--- src/shared/psc_pkg.sv ---
// Purpose: Shared constants and types for the power state coordinator
// Assumes: One core clock, synchronous active-high reset
// Notes:   Both ends import this package
package psc_pkg;

  // Core idle states, encoded by depth
  typedef enum logic [2:0] {
    PSC_C0 = 3'h0,
    PSC_C1 = 3'h1,
    PSC_C2 = 3'h2,
    PSC_C3 = 3'h3,
    PSC_C4 = 3'h4,
    PSC_C6 = 3'h6
  } psc_cstate_e;

  // Link states
  typedef enum logic [1:0] {
    PSC_L0  = 2'h0,
    PSC_L0S = 2'h1,
    PSC_L1  = 2'h3,
    PSC_L3  = 2'h2
  } psc_lstate_e;

  // System sleep states
  typedef enum logic [1:0] {
    PSC_S0 = 2'h0,
    PSC_S3 = 2'h1,
    PSC_S4 = 2'h3,
    PSC_S5 = 2'h2
  } psc_sstate_e;

  // Memory power states
  typedef enum logic [1:0] {
    PSC_M_UP   = 2'h0,
    PSC_M_PPD  = 2'h1,
    PSC_M_APD  = 2'h3,
    PSC_M_SREF = 2'h2
  } psc_mstate_e;

  // Deep power-down entry sequence
  typedef enum logic [1:0] {
    PSC_DP_IDLE  = 2'h0,
    PSC_DP_FLUSH = 2'h1,
    PSC_DP_SAVE  = 2'h3,
    PSC_DP_OFF   = 2'h2
  } psc_dp_e;

  // Number of hardware threads
  localparam int unsigned PSC_THREADS = 2;

  // Cycles spent flushing and saving context
  localparam logic [3:0] PSC_FLUSH_CYC = 4'h8;
  localparam logic [3:0] PSC_SAVE_CYC  = 4'h4;

endpackage : psc_pkg

--- src/shared/psc_if.sv ---
// Purpose: Link between coordinator (device) and chipset (platform)
// Assumes: Both ends on core_clk_i
// Notes:   No clocking block; bench joins the ends
`timescale 1ns/1ns
interface psc_if
  import psc_pkg::*;
();
  psc_sstate_e sleep_req;   // Platform asks for sleep state
  logic        sleep_ack;   // Device has reached requested state
  psc_sstate_e sleep_state; // Sleep state the device holds
  psc_lstate_e link_req;    // Link state asked by platform
  psc_lstate_e link_state;  // Link state granted by device
  logic        wake;        // Platform wake pulse

  modport dev (
    input  sleep_req,
    input  link_req,
    input  wake,
    output sleep_ack,
    output sleep_state,
    output link_state
  );
  modport plat (
    output sleep_req,
    output link_req,
    output wake,
    input  sleep_ack,
    input  sleep_state,
    input  link_state
  );
endinterface : psc_if

--- src/design/psc_dev.sv ---
// Contract
// - C0 runs; C1 halts with clocks on
// - C2 stops core clock, input clock runs
// - C3/C4 stop clock, lower supply
// - C6 flush, save, then cut supply
// - Threads power down independently, own storage
// - Last thread down shrinks second-level cache
// - Display supports D0 on, D3 off
// - Powerup holds CKE asserted
// - Precharge powerdown: banks closed, CKE low
// - Active powerdown: bank open, CKE low
// - Self-refresh: CKE low, memory self-refreshes
// - L0, L0s allowed in C0 to C6
// - L1 only in C2 to C4
// - L3 whenever in S3, S4, S5
// - S3 keeps memory context, clocks off
// - S3/S4: display D3, uncore off
// - Core deepens only to shallower thread request
//
// Purpose: Device end of the power state coordinator
// Assumes: Thread requests and memory inputs are on core_clk_i
// Notes:   All outputs decoded from registered state
`timescale 1ns/1ns
module psc_dev
  import psc_pkg::*;
(
  // Clock and reset
  input  wire logic        core_clk_i,
  input  wire logic        srst_i,
  // Link to platform
  psc_if.dev               link,
  // Thread requests
  input  wire psc_cstate_e thr_req_i [PSC_THREADS],
  // Memory controller status
  input  wire logic        mem_idle_i,
  input  wire logic        bank_open_i,
  // Display request (1 = on)
  input  wire logic        disp_on_req_i,
  // Core state outputs
  output psc_cstate_e      core_state_o,
  output logic             core_clk_en_o,
  output logic             proc_clk_en_o,
  output logic             vcc_low_o,
  output logic             vcc_off_o,
  output logic             cache_flush_o,
  output logic             ctx_save_o,
  output logic [1:0]       thr_save_o,
  output logic             l2_shrink_o,
  // Memory and display
  output logic             cke_o,
  output psc_mstate_e      mem_state_o,
  output logic             disp_on_o,
  output logic             uncore_on_o,
  output logic             sys_clk_on_o,
  output logic             mem_ctx_keep_o
);

  // ----------------------------------------------------------------
  // State
  // ----------------------------------------------------------------
  typedef struct packed {
    psc_cstate_e core;
    psc_dp_e     dp;
    logic [3:0]  cnt;
    logic [1:0]  tdown;
    logic [1:0]  tsave;
    logic        shrink;
    psc_sstate_e sleep;
    logic        ack;
    psc_lstate_e lnk;
    psc_mstate_e mem;
    logic        disp;
  } psc_dev_s;

  psc_dev_s st;
  psc_dev_s next_st;

  // Shallower of two idle states
  function automatic psc_cstate_e psc_min(psc_cstate_e a, psc_cstate_e b);
    return (a < b) ? a : b;
  endfunction : psc_min

  // Link state legal for given core and sleep state
  function automatic logic psc_link_ok(psc_lstate_e l, psc_cstate_e c,
                                       psc_sstate_e s);
    logic ok;
    ok = 1'b0;
    if (s != PSC_S0) begin
      ok = (l == PSC_L3);
    end else begin
      case (l)
        PSC_L0, PSC_L0S: ok = 1'b1;
        PSC_L1:          ok = (c >= PSC_C2) && (c <= PSC_C4);
        default:         ok = 1'b0;
      endcase
    end
    return ok;
  endfunction : psc_link_ok

  psc_cstate_e tgt;
  assign tgt = psc_min(thr_req_i[0], thr_req_i[1]);

  // Set while the link is being pulled out of L1 ahead of a core move
  logic lnk_drop;

  // ----------------------------------------------------------------
  // Next state
  // ----------------------------------------------------------------
  always_comb begin
    next_st        = st;
    next_st.ack    = 1'b0;
    next_st.shrink = 1'b0;
    lnk_drop       = 1'b0;
    // Threads go down one by one, each into its own store
    // independent thread save
    for (int t = 0; t < PSC_THREADS; t++) begin
      next_st.tdown[t] = (thr_req_i[t] == PSC_C6);
      next_st.tsave[t] = (thr_req_i[t] == PSC_C6) && !st.tdown[t];
    end
    if (next_st.tdown == 2'b11 && st.tdown != 2'b11)
      next_st.shrink = 1'b1;

    if (st.sleep == PSC_S0) begin
      if (st.dp != PSC_DP_IDLE) begin
        // Deep power-down sequence; flush and save run to the end unless sleep is entered, a shallower thread request or a wake from sleep leaves OFF
        case (st.dp)
          PSC_DP_FLUSH: begin
            next_st.cnt = st.cnt - 4'h1;
            if (st.cnt == 4'h1) begin
              next_st.dp  = PSC_DP_SAVE;
              next_st.cnt = PSC_SAVE_CYC;
            end
          end
          PSC_DP_SAVE: begin
            next_st.cnt = st.cnt - 4'h1;
            if (st.cnt == 4'h1) begin
              next_st.dp   = PSC_DP_OFF;
              next_st.core = PSC_C6;
            end
          end
          PSC_DP_OFF: begin
            if (tgt != PSC_C6) begin
              next_st.dp   = PSC_DP_IDLE;
              next_st.core = tgt;
            end
          end
          default: next_st.dp = PSC_DP_IDLE;
        endcase
      end else if (tgt > st.core && tgt == PSC_C6) begin
        next_st.dp  = PSC_DP_FLUSH;
        next_st.cnt = PSC_FLUSH_CYC;
      end else if (tgt > st.core || link.wake || tgt < st.core) begin
        if (st.lnk != PSC_L1 || (tgt >= PSC_C2 && tgt <= PSC_C4))
          next_st.core = tgt;
        else if (tgt < st.core) begin
          next_st.lnk = PSC_L0;
          lnk_drop    = 1'b1;
        end
      end
    end

    // Sleep entry and exit
    if (link.sleep_req != st.sleep) begin
      // sleep only from core in C2 or deeper; wake returns to S0
      if (link.sleep_req == PSC_S0 || st.core >= PSC_C2 ||
          st.sleep != PSC_S0) begin
        next_st.sleep = link.sleep_req;
        next_st.ack   = 1'b1;
        if (link.sleep_req == PSC_S0) begin
          next_st.core = PSC_C0;
          next_st.dp   = PSC_DP_IDLE;
        end
      end
    end

    if (next_st.sleep != PSC_S0) begin
      next_st.lnk = PSC_L3;
    // grant only legal link states
    // A pending L1 drop must not be undone by a standing L1 ask
    end else if (lnk_drop) begin
      next_st.lnk = PSC_L0;
    end else if (psc_link_ok(link.link_req, next_st.core, next_st.sleep)) begin
      next_st.lnk = link.link_req;
    end else if (!psc_link_ok(st.lnk, next_st.core, next_st.sleep)) begin
      next_st.lnk = PSC_L0;
    end

    // Memory states
    // S3 keeps memory in self-refresh
    if (next_st.sleep != PSC_S0)
      next_st.mem = PSC_M_SREF;
    else if (next_st.core >= PSC_C3 && mem_idle_i)
      next_st.mem = PSC_M_SREF;
    else if (mem_idle_i && bank_open_i)
      next_st.mem = PSC_M_APD;
    else if (mem_idle_i)
      next_st.mem = PSC_M_PPD;
    else
      next_st.mem = PSC_M_UP;

    next_st.disp = disp_on_req_i && (next_st.sleep == PSC_S0);
  end

  // ----------------------------------------------------------------
  // Registers
  // ----------------------------------------------------------------
  always_ff @(posedge core_clk_i) begin
    if (srst_i) begin
      st       <= '0;
      st.core  <= PSC_C0;
      st.dp    <= PSC_DP_IDLE;
      st.sleep <= PSC_S0;
      st.lnk   <= PSC_L0;
      st.mem   <= PSC_M_UP;
    end else begin
      st <= next_st;
    end
  end

  // ----------------------------------------------------------------
  // Outputs, decoded straight from registered state
  // ----------------------------------------------------------------
  wire logic awake = (st.sleep == PSC_S0);
  assign core_clk_en_o  = awake && (st.core <= PSC_C1) &&
                          (st.dp == PSC_DP_IDLE || st.dp == PSC_DP_FLUSH ||
                           st.dp == PSC_DP_SAVE);
  assign proc_clk_en_o  = awake && (st.core <= PSC_C2);
  // reduced supply in C3 and C4
  assign vcc_low_o      = awake && (st.core == PSC_C3 || st.core == PSC_C4);
  assign vcc_off_o      = !awake || (st.dp == PSC_DP_OFF);
  assign cache_flush_o  = (st.dp == PSC_DP_FLUSH);
  assign ctx_save_o     = (st.dp == PSC_DP_SAVE);
  assign thr_save_o     = st.tsave;
  assign l2_shrink_o    = st.shrink;
  assign cke_o          = (st.mem == PSC_M_UP);
  assign mem_state_o    = st.mem;
  assign core_state_o   = st.core;
  assign disp_on_o      = st.disp;
  assign uncore_on_o    = awake;
  assign sys_clk_on_o   = awake;
  assign mem_ctx_keep_o = (st.sleep == PSC_S3);
  assign link.sleep_ack   = st.ack;
  assign link.sleep_state = st.sleep;
  assign link.link_state  = st.lnk;

endmodule : psc_dev

--- src/flat_wrapper.sv ---
// flat-port wrapper written by rule: the top's interface ports become plain ports
module psc_dev_flat import psc_pkg::*;
  (core_clk_i, srst_i, thr_req_i, mem_idle_i, bank_open_i, disp_on_req_i, core_state_o, core_clk_en_o, proc_clk_en_o, vcc_low_o, vcc_off_o, cache_flush_o, ctx_save_o, thr_save_o, l2_shrink_o, cke_o, mem_state_o, disp_on_o, uncore_on_o, sys_clk_on_o, mem_ctx_keep_o, link_sleep_req, link_link_req, link_wake, link_sleep_ack, link_sleep_state, link_link_state);
  psc_if link_i ();
  input  wire logic core_clk_i;
  input  wire logic srst_i;
  input  wire psc_cstate_e thr_req_i[PSC_THREADS];
  input  wire logic mem_idle_i;
  input  wire logic bank_open_i;
  input  wire logic disp_on_req_i;
  output psc_cstate_e core_state_o;
  output logic core_clk_en_o;
  output logic proc_clk_en_o;
  output logic vcc_low_o;
  output logic vcc_off_o;
  output logic cache_flush_o;
  output logic ctx_save_o;
  output logic [1:0] thr_save_o;
  output logic l2_shrink_o;
  output logic cke_o;
  output psc_mstate_e mem_state_o;
  output logic disp_on_o;
  output logic uncore_on_o;
  output logic sys_clk_on_o;
  output logic mem_ctx_keep_o;
  input wire logic [$bits(link_i.sleep_req)-1:0] link_sleep_req;
  input wire logic [$bits(link_i.link_req)-1:0] link_link_req;
  input wire logic [$bits(link_i.wake)-1:0] link_wake;
  output wire logic [$bits(link_i.sleep_ack)-1:0] link_sleep_ack;
  output wire logic [$bits(link_i.sleep_state)-1:0] link_sleep_state;
  output wire logic [$bits(link_i.link_state)-1:0] link_link_state;
  assign link_i.sleep_req = link_sleep_req;
  assign link_i.link_req = link_link_req;
  assign link_i.wake = link_wake;
  assign link_sleep_ack = link_i.sleep_ack;
  assign link_sleep_state = link_i.sleep_state;
  assign link_link_state = link_i.link_state;
  psc_dev u_core (.core_clk_i(core_clk_i), .srst_i(srst_i), .link(link_i), .thr_req_i(thr_req_i), .mem_idle_i(mem_idle_i), .bank_open_i(bank_open_i), .disp_on_req_i(disp_on_req_i), .core_state_o(core_state_o), .core_clk_en_o(core_clk_en_o), .proc_clk_en_o(proc_clk_en_o), .vcc_low_o(vcc_low_o), .vcc_off_o(vcc_off_o), .cache_flush_o(cache_flush_o), .ctx_save_o(ctx_save_o), .thr_save_o(thr_save_o), .l2_shrink_o(l2_shrink_o), .cke_o(cke_o), .mem_state_o(mem_state_o), .disp_on_o(disp_on_o), .uncore_on_o(uncore_on_o), .sys_clk_on_o(sys_clk_on_o), .mem_ctx_keep_o(mem_ctx_keep_o));
endmodule
--- config.mk ---
export PLATFORM = sky130hd
export DESIGN_NAME = psc_dev_flat
export DESIGN_NICKNAME = d
export VERILOG_FILES = /design/src/shared/psc_pkg.sv /design/src/shared/psc_if.sv /design/src/design/psc_dev.sv /design/src/flat_wrapper.sv
export SDC_FILE = /design/constraint.sdc
export NUM_CORES = 1
export LEC_CHECK = 0
export CAP_MARGIN = 5
export CORE_UTILIZATION = 49
export DETAILED_ROUTE_END_ITERATION = 10
export DONT_BUFFER_PORTS = 1
export GPL_TIMING_DRIVEN = 0
export RECOVER_POWER = 50
export SYNTH_ARGS = -nofsm -noshare
export SYNTH_HDL_FRONTEND = slang
export SYNTH_SLANG_ARGS = --single-unit
--- constraint.sdc ---
create_clock -name core_clk_i -period 4.33 [get_ports core_clk_i]
set_input_delay 0.6495 -clock core_clk_i [delete_from_list [all_inputs] [get_ports core_clk_i]]
set_output_delay 0.6495 -clock core_clk_i [all_outputs]
set_load 0.02 [all_outputs]
==> flow_metrics.py <==
metrics = {
    "final_layout": {
        "layout_commonest_cell": "nor2_1",
        "area_growth_pct": 2.922,
        "post-route-util_pct": 53.40,
        "nets": 227,
        "antennaDiodeCount": 0,
        "layout-drive-gt1-share_pct": 13.30,
        "final_cell_mix": "25 x nor2_1, 22 x dfxtp_1, 16 x clkbuf_1",
    },
    "worst_setup_path": {
        "crit_chain": "inv_1 -> ha_1 -> nand2_1 -> o21ai_2 -> mux2i_4 -> inv_2 -> ha_1 -> nand2_1 -> or4b_1 -> o211a_4 -> mux2i_1 -> o21a_2 -> nand3b_1 -> a31oi_1 -> o21a_1",
        "r2r-start": "u_core.core_state_o[2]",
        "critPathMaxFanout": 6,
        "crit_path_end_kind": "flip-flop",
        "reg2reg_slack_ns": 1.60,
        "worstSetupPathType": "in2reg",
        "cp.required_ns": 4.60,
        "worstSetupStartpointType": "primary input",
        "cpMaxStageDelayCell": "or4b_1",
        "critPathMaxStageDelay_ns": 0.54,
        "rr_worst_depth": 10,
        "cp.arrival_ns": 3.79,
        "r2r-end": "u_core.link.link_state[0]",
    },
    "logic_synthesis": {
        "synth_cells": 199,
        "yosysTopAreaCell": "dfxtp_1",
        "syn-num-nets": 222,
        "ys_types": 56,
        "syn_avg_cell_area_um2": 7.960,
        "ys_top_cells_by_area": "dfxtp_1 28%, buf_4 6.6%, nor2_1 5.9%, ha_1 5.5%, a21oi_1 4.1%",
        "ys.flop_type": "dfxtp_1",
        "synth_edf_count": 0,
        "syn_area_um2": 1584,
        "synth_top_area_share_pct": 27.80,
        "ys_ff_latch": 22,
        "yosysSeqAreaShare_pct": 27.80,
        "yosys_warnings": 0,
        "synthArstFlopShare_pct": 0,
    },
    "detailed_routing": {
        "wl_per_cell_um": 14.30,
        "final_antenna_net_count": 0,
        "vias": 1384,
        "finalWirelength_um": 3532,
        "drtPass1Iterations": 4,
        "via_per_inst": 5.603,
        "drc": 0,
        "drt_iter0_drc": 50,
    },
    "global_route": {
        "grt_use_total_pct": 21.15,
        "grt_pass1_wl_um": 5595,
        "antenna_found_initial": 0,
        "grt_pass1_vias": 1287,
        "grt_overflow_total": 0,
        "grt_start_max_net_pins": 13,
    },
    "min_path": {
        "holdPathStages": 2,
        "whs_endpoint": "u_core.mem_state_o[0]",
        "holdCritStartpoint": "mem_idle_i",
        "min_path_type": "in2reg",
    },
    "timing": {
        "setup_tns_ns": 0,
        "timing.fmax_ghz": 0.2843,
        "finalCriticalPeriod_ns": 3.518,
        "rsz0062_at_grt": "no",
        "max_slew_margin_pct": 50.97,
        "clock_skew_ns": 0.003577,
        "maxSlewViolCount": 0,
        "fin_ws_ns": 0.8121,
        "tightest_slew_ns": 0.7310,
        "hold_viol": 0,
        "finalSetupViolCount": 0,
        "period_share_pct": 81.25,
    },
    "placement": {
        "post-dp-hpwl_um": 2737,
        "pre_cts_ws_ns": 0.4760,
        "port_buffers": 0,
        "place_congestion": 0.7756,
    },
    "clocking": {
        "path_clk_slew_ns": 0.13,
        "cts.sinks": 22,
        "clockRootBuffer": "clkbuf_4",
        "post_cts_resized": 0,
        "cts_tree": "yes",
        "cts_buffer_depth": 2,
        "cts_made_buffers": 3,
        "post_cts_buffers": 0,
        "cts-htree-levels": 1,
        "worstSkewPairLatency_ns": 0.32,
        "cts_hold_buf": 0,
    },
    "flow_run": {
        "maxCapViolations": 0,
    },
    "floorplan": {
        "core-area_um2": 3053,
        "fp.dieArea_um2": 3464,
        "initial_core_util_pct": 51.89,
        "rows": 20,
        "die_h_um": 58.86,
        "num_io_pins": 40,
        "fp.dieW_um": 58.86,
    },
    "power_and_ir_drop": {
        "ir_drop_v": 0.0001557,
        "power.density_nw_per_um2": 459.3,
        "p_leak_nw": 0.6560,
        "total_power_w": 0.0007488,
    },
    "run_status": {
        "outcome": "finished, final reports clean",
    },
}
cells in the mapped netlist, drive strengths merged (2+ instances only):
| cell type | n |
|---|---|
| nand3 | 2 |
| a2bb2oi | 2 |
| o21a | 2 |
| a31oi | 3 |
| dfxtp | 22 |
| buf | 15 |
| nor3 | 11 |
| a211o | 2 |
| a211oi | 3 |
| a21oi | 16 |
| nand2 | 13 |
| inv | 15 |
| or3 | 2 |
| mux2i | 3 |
| nand2b | 3 |
| nor2 | 25 |
| and2 | 2 |
| nor2b | 6 |
| and3 | 2 |
| o22ai | 3 |
| clkbuf | 6 |
| o21ai | 9 |
| a311o | 2 |
| a311oi | 2 |
| or2 | 3 |
| ha | 7 |
logic make-up after synthesis:
group / share of synthesized area (%)
simple gates: 24.49
fa+ha+maj: 5.529
mux: 2.686
buf+inv: 13.59
flops: 27.80
compound gates: 25.91
flip-flops by register name, summed over array words and instances, names as in the netlist:
signal                   cells
u_core.link.sleep_ack        1
u_core.core_state_o          3
u_core.l2_shrink_o           1
u_core.mem_state_o           2
u_core.disp_on_o             1
u_core.link.link_state       2
u_core.st                    8
u_core.link.sleep_state      2
u_core.thr_save_o            2
through the flow:
stage	hold slack (ns)	cells	area [um^2]
2_1_floorplan	0.3933	199	1584
3_3_place_gp	0.3996	243	1639
4_1_cts	0.4244	247	1675
6_report	0.4222	247	1630
3_5_place_dp	0.4047	243	1639
5_1_grt	0.4247	247	1630
worst max path at each step:
stage / startpoint / end / slack [ns] / cells after the start
floorplan: thr_req_i[2] / u_core.link.link_state[0] / 0.75 / 15
global placement: thr_req_i[2] / u_core.link.link_state[0] / 0.55 / 15
detailed placement: thr_req_i[2] / u_core.link.link_state[0] / 0.48 / 15
CTS: thr_req_i[2] / u_core.link.link_state[0] / 0.80 / 15
global route: thr_req_i[2] / u_core.link.link_state[0] / 0.63 / 15
finish: thr_req_i[2] / u_core.link.link_state[0] / 0.81 / 15
layer usage:
| metal | share of wire (%) | global-route usage (%) | vias up | wire, um |
|---|---|---|---|---|
| met5 | 0 | 0 | - | 0 |
| met4 | 1.1 | 7.143 | 0 | 39 |
| met3 | 4.9 | 3.736 | 5 | 174 |
| met2 | 45 | 34.74 | 38 | 1597 |
| met1 | 49 | 27.90 | 636 | 1721 |
| li1 | - | - | 705 | - |
power breakdown:
group	internal, W	switching, W	leakage, nW
clock	0.0000515	0.0000684	0.0210
sequential	0.000233	0.0000322	0.180
combinational	0.000135	0.000228	0.455
worst max-delay path, delay by kind of cell:
kind,cells,cell delay [ns]
fa+ha+maj,2,0.66
compound gates,5,0.99
buf+inv,2,0.14
mux,2,0.44
simple gates,4,0.91
area by class of cell:
cell class,instances,area (um^2)
Fill cell,322,1423
Multi-Input combinational cell,141,928.4
Sequential cell,22,440.4
Buffer,21,113.9
Inverter,15,56.30
Tap cell,44,55.05
Clock buffer,4,36.28
Power figures use the tool's default switching activity.
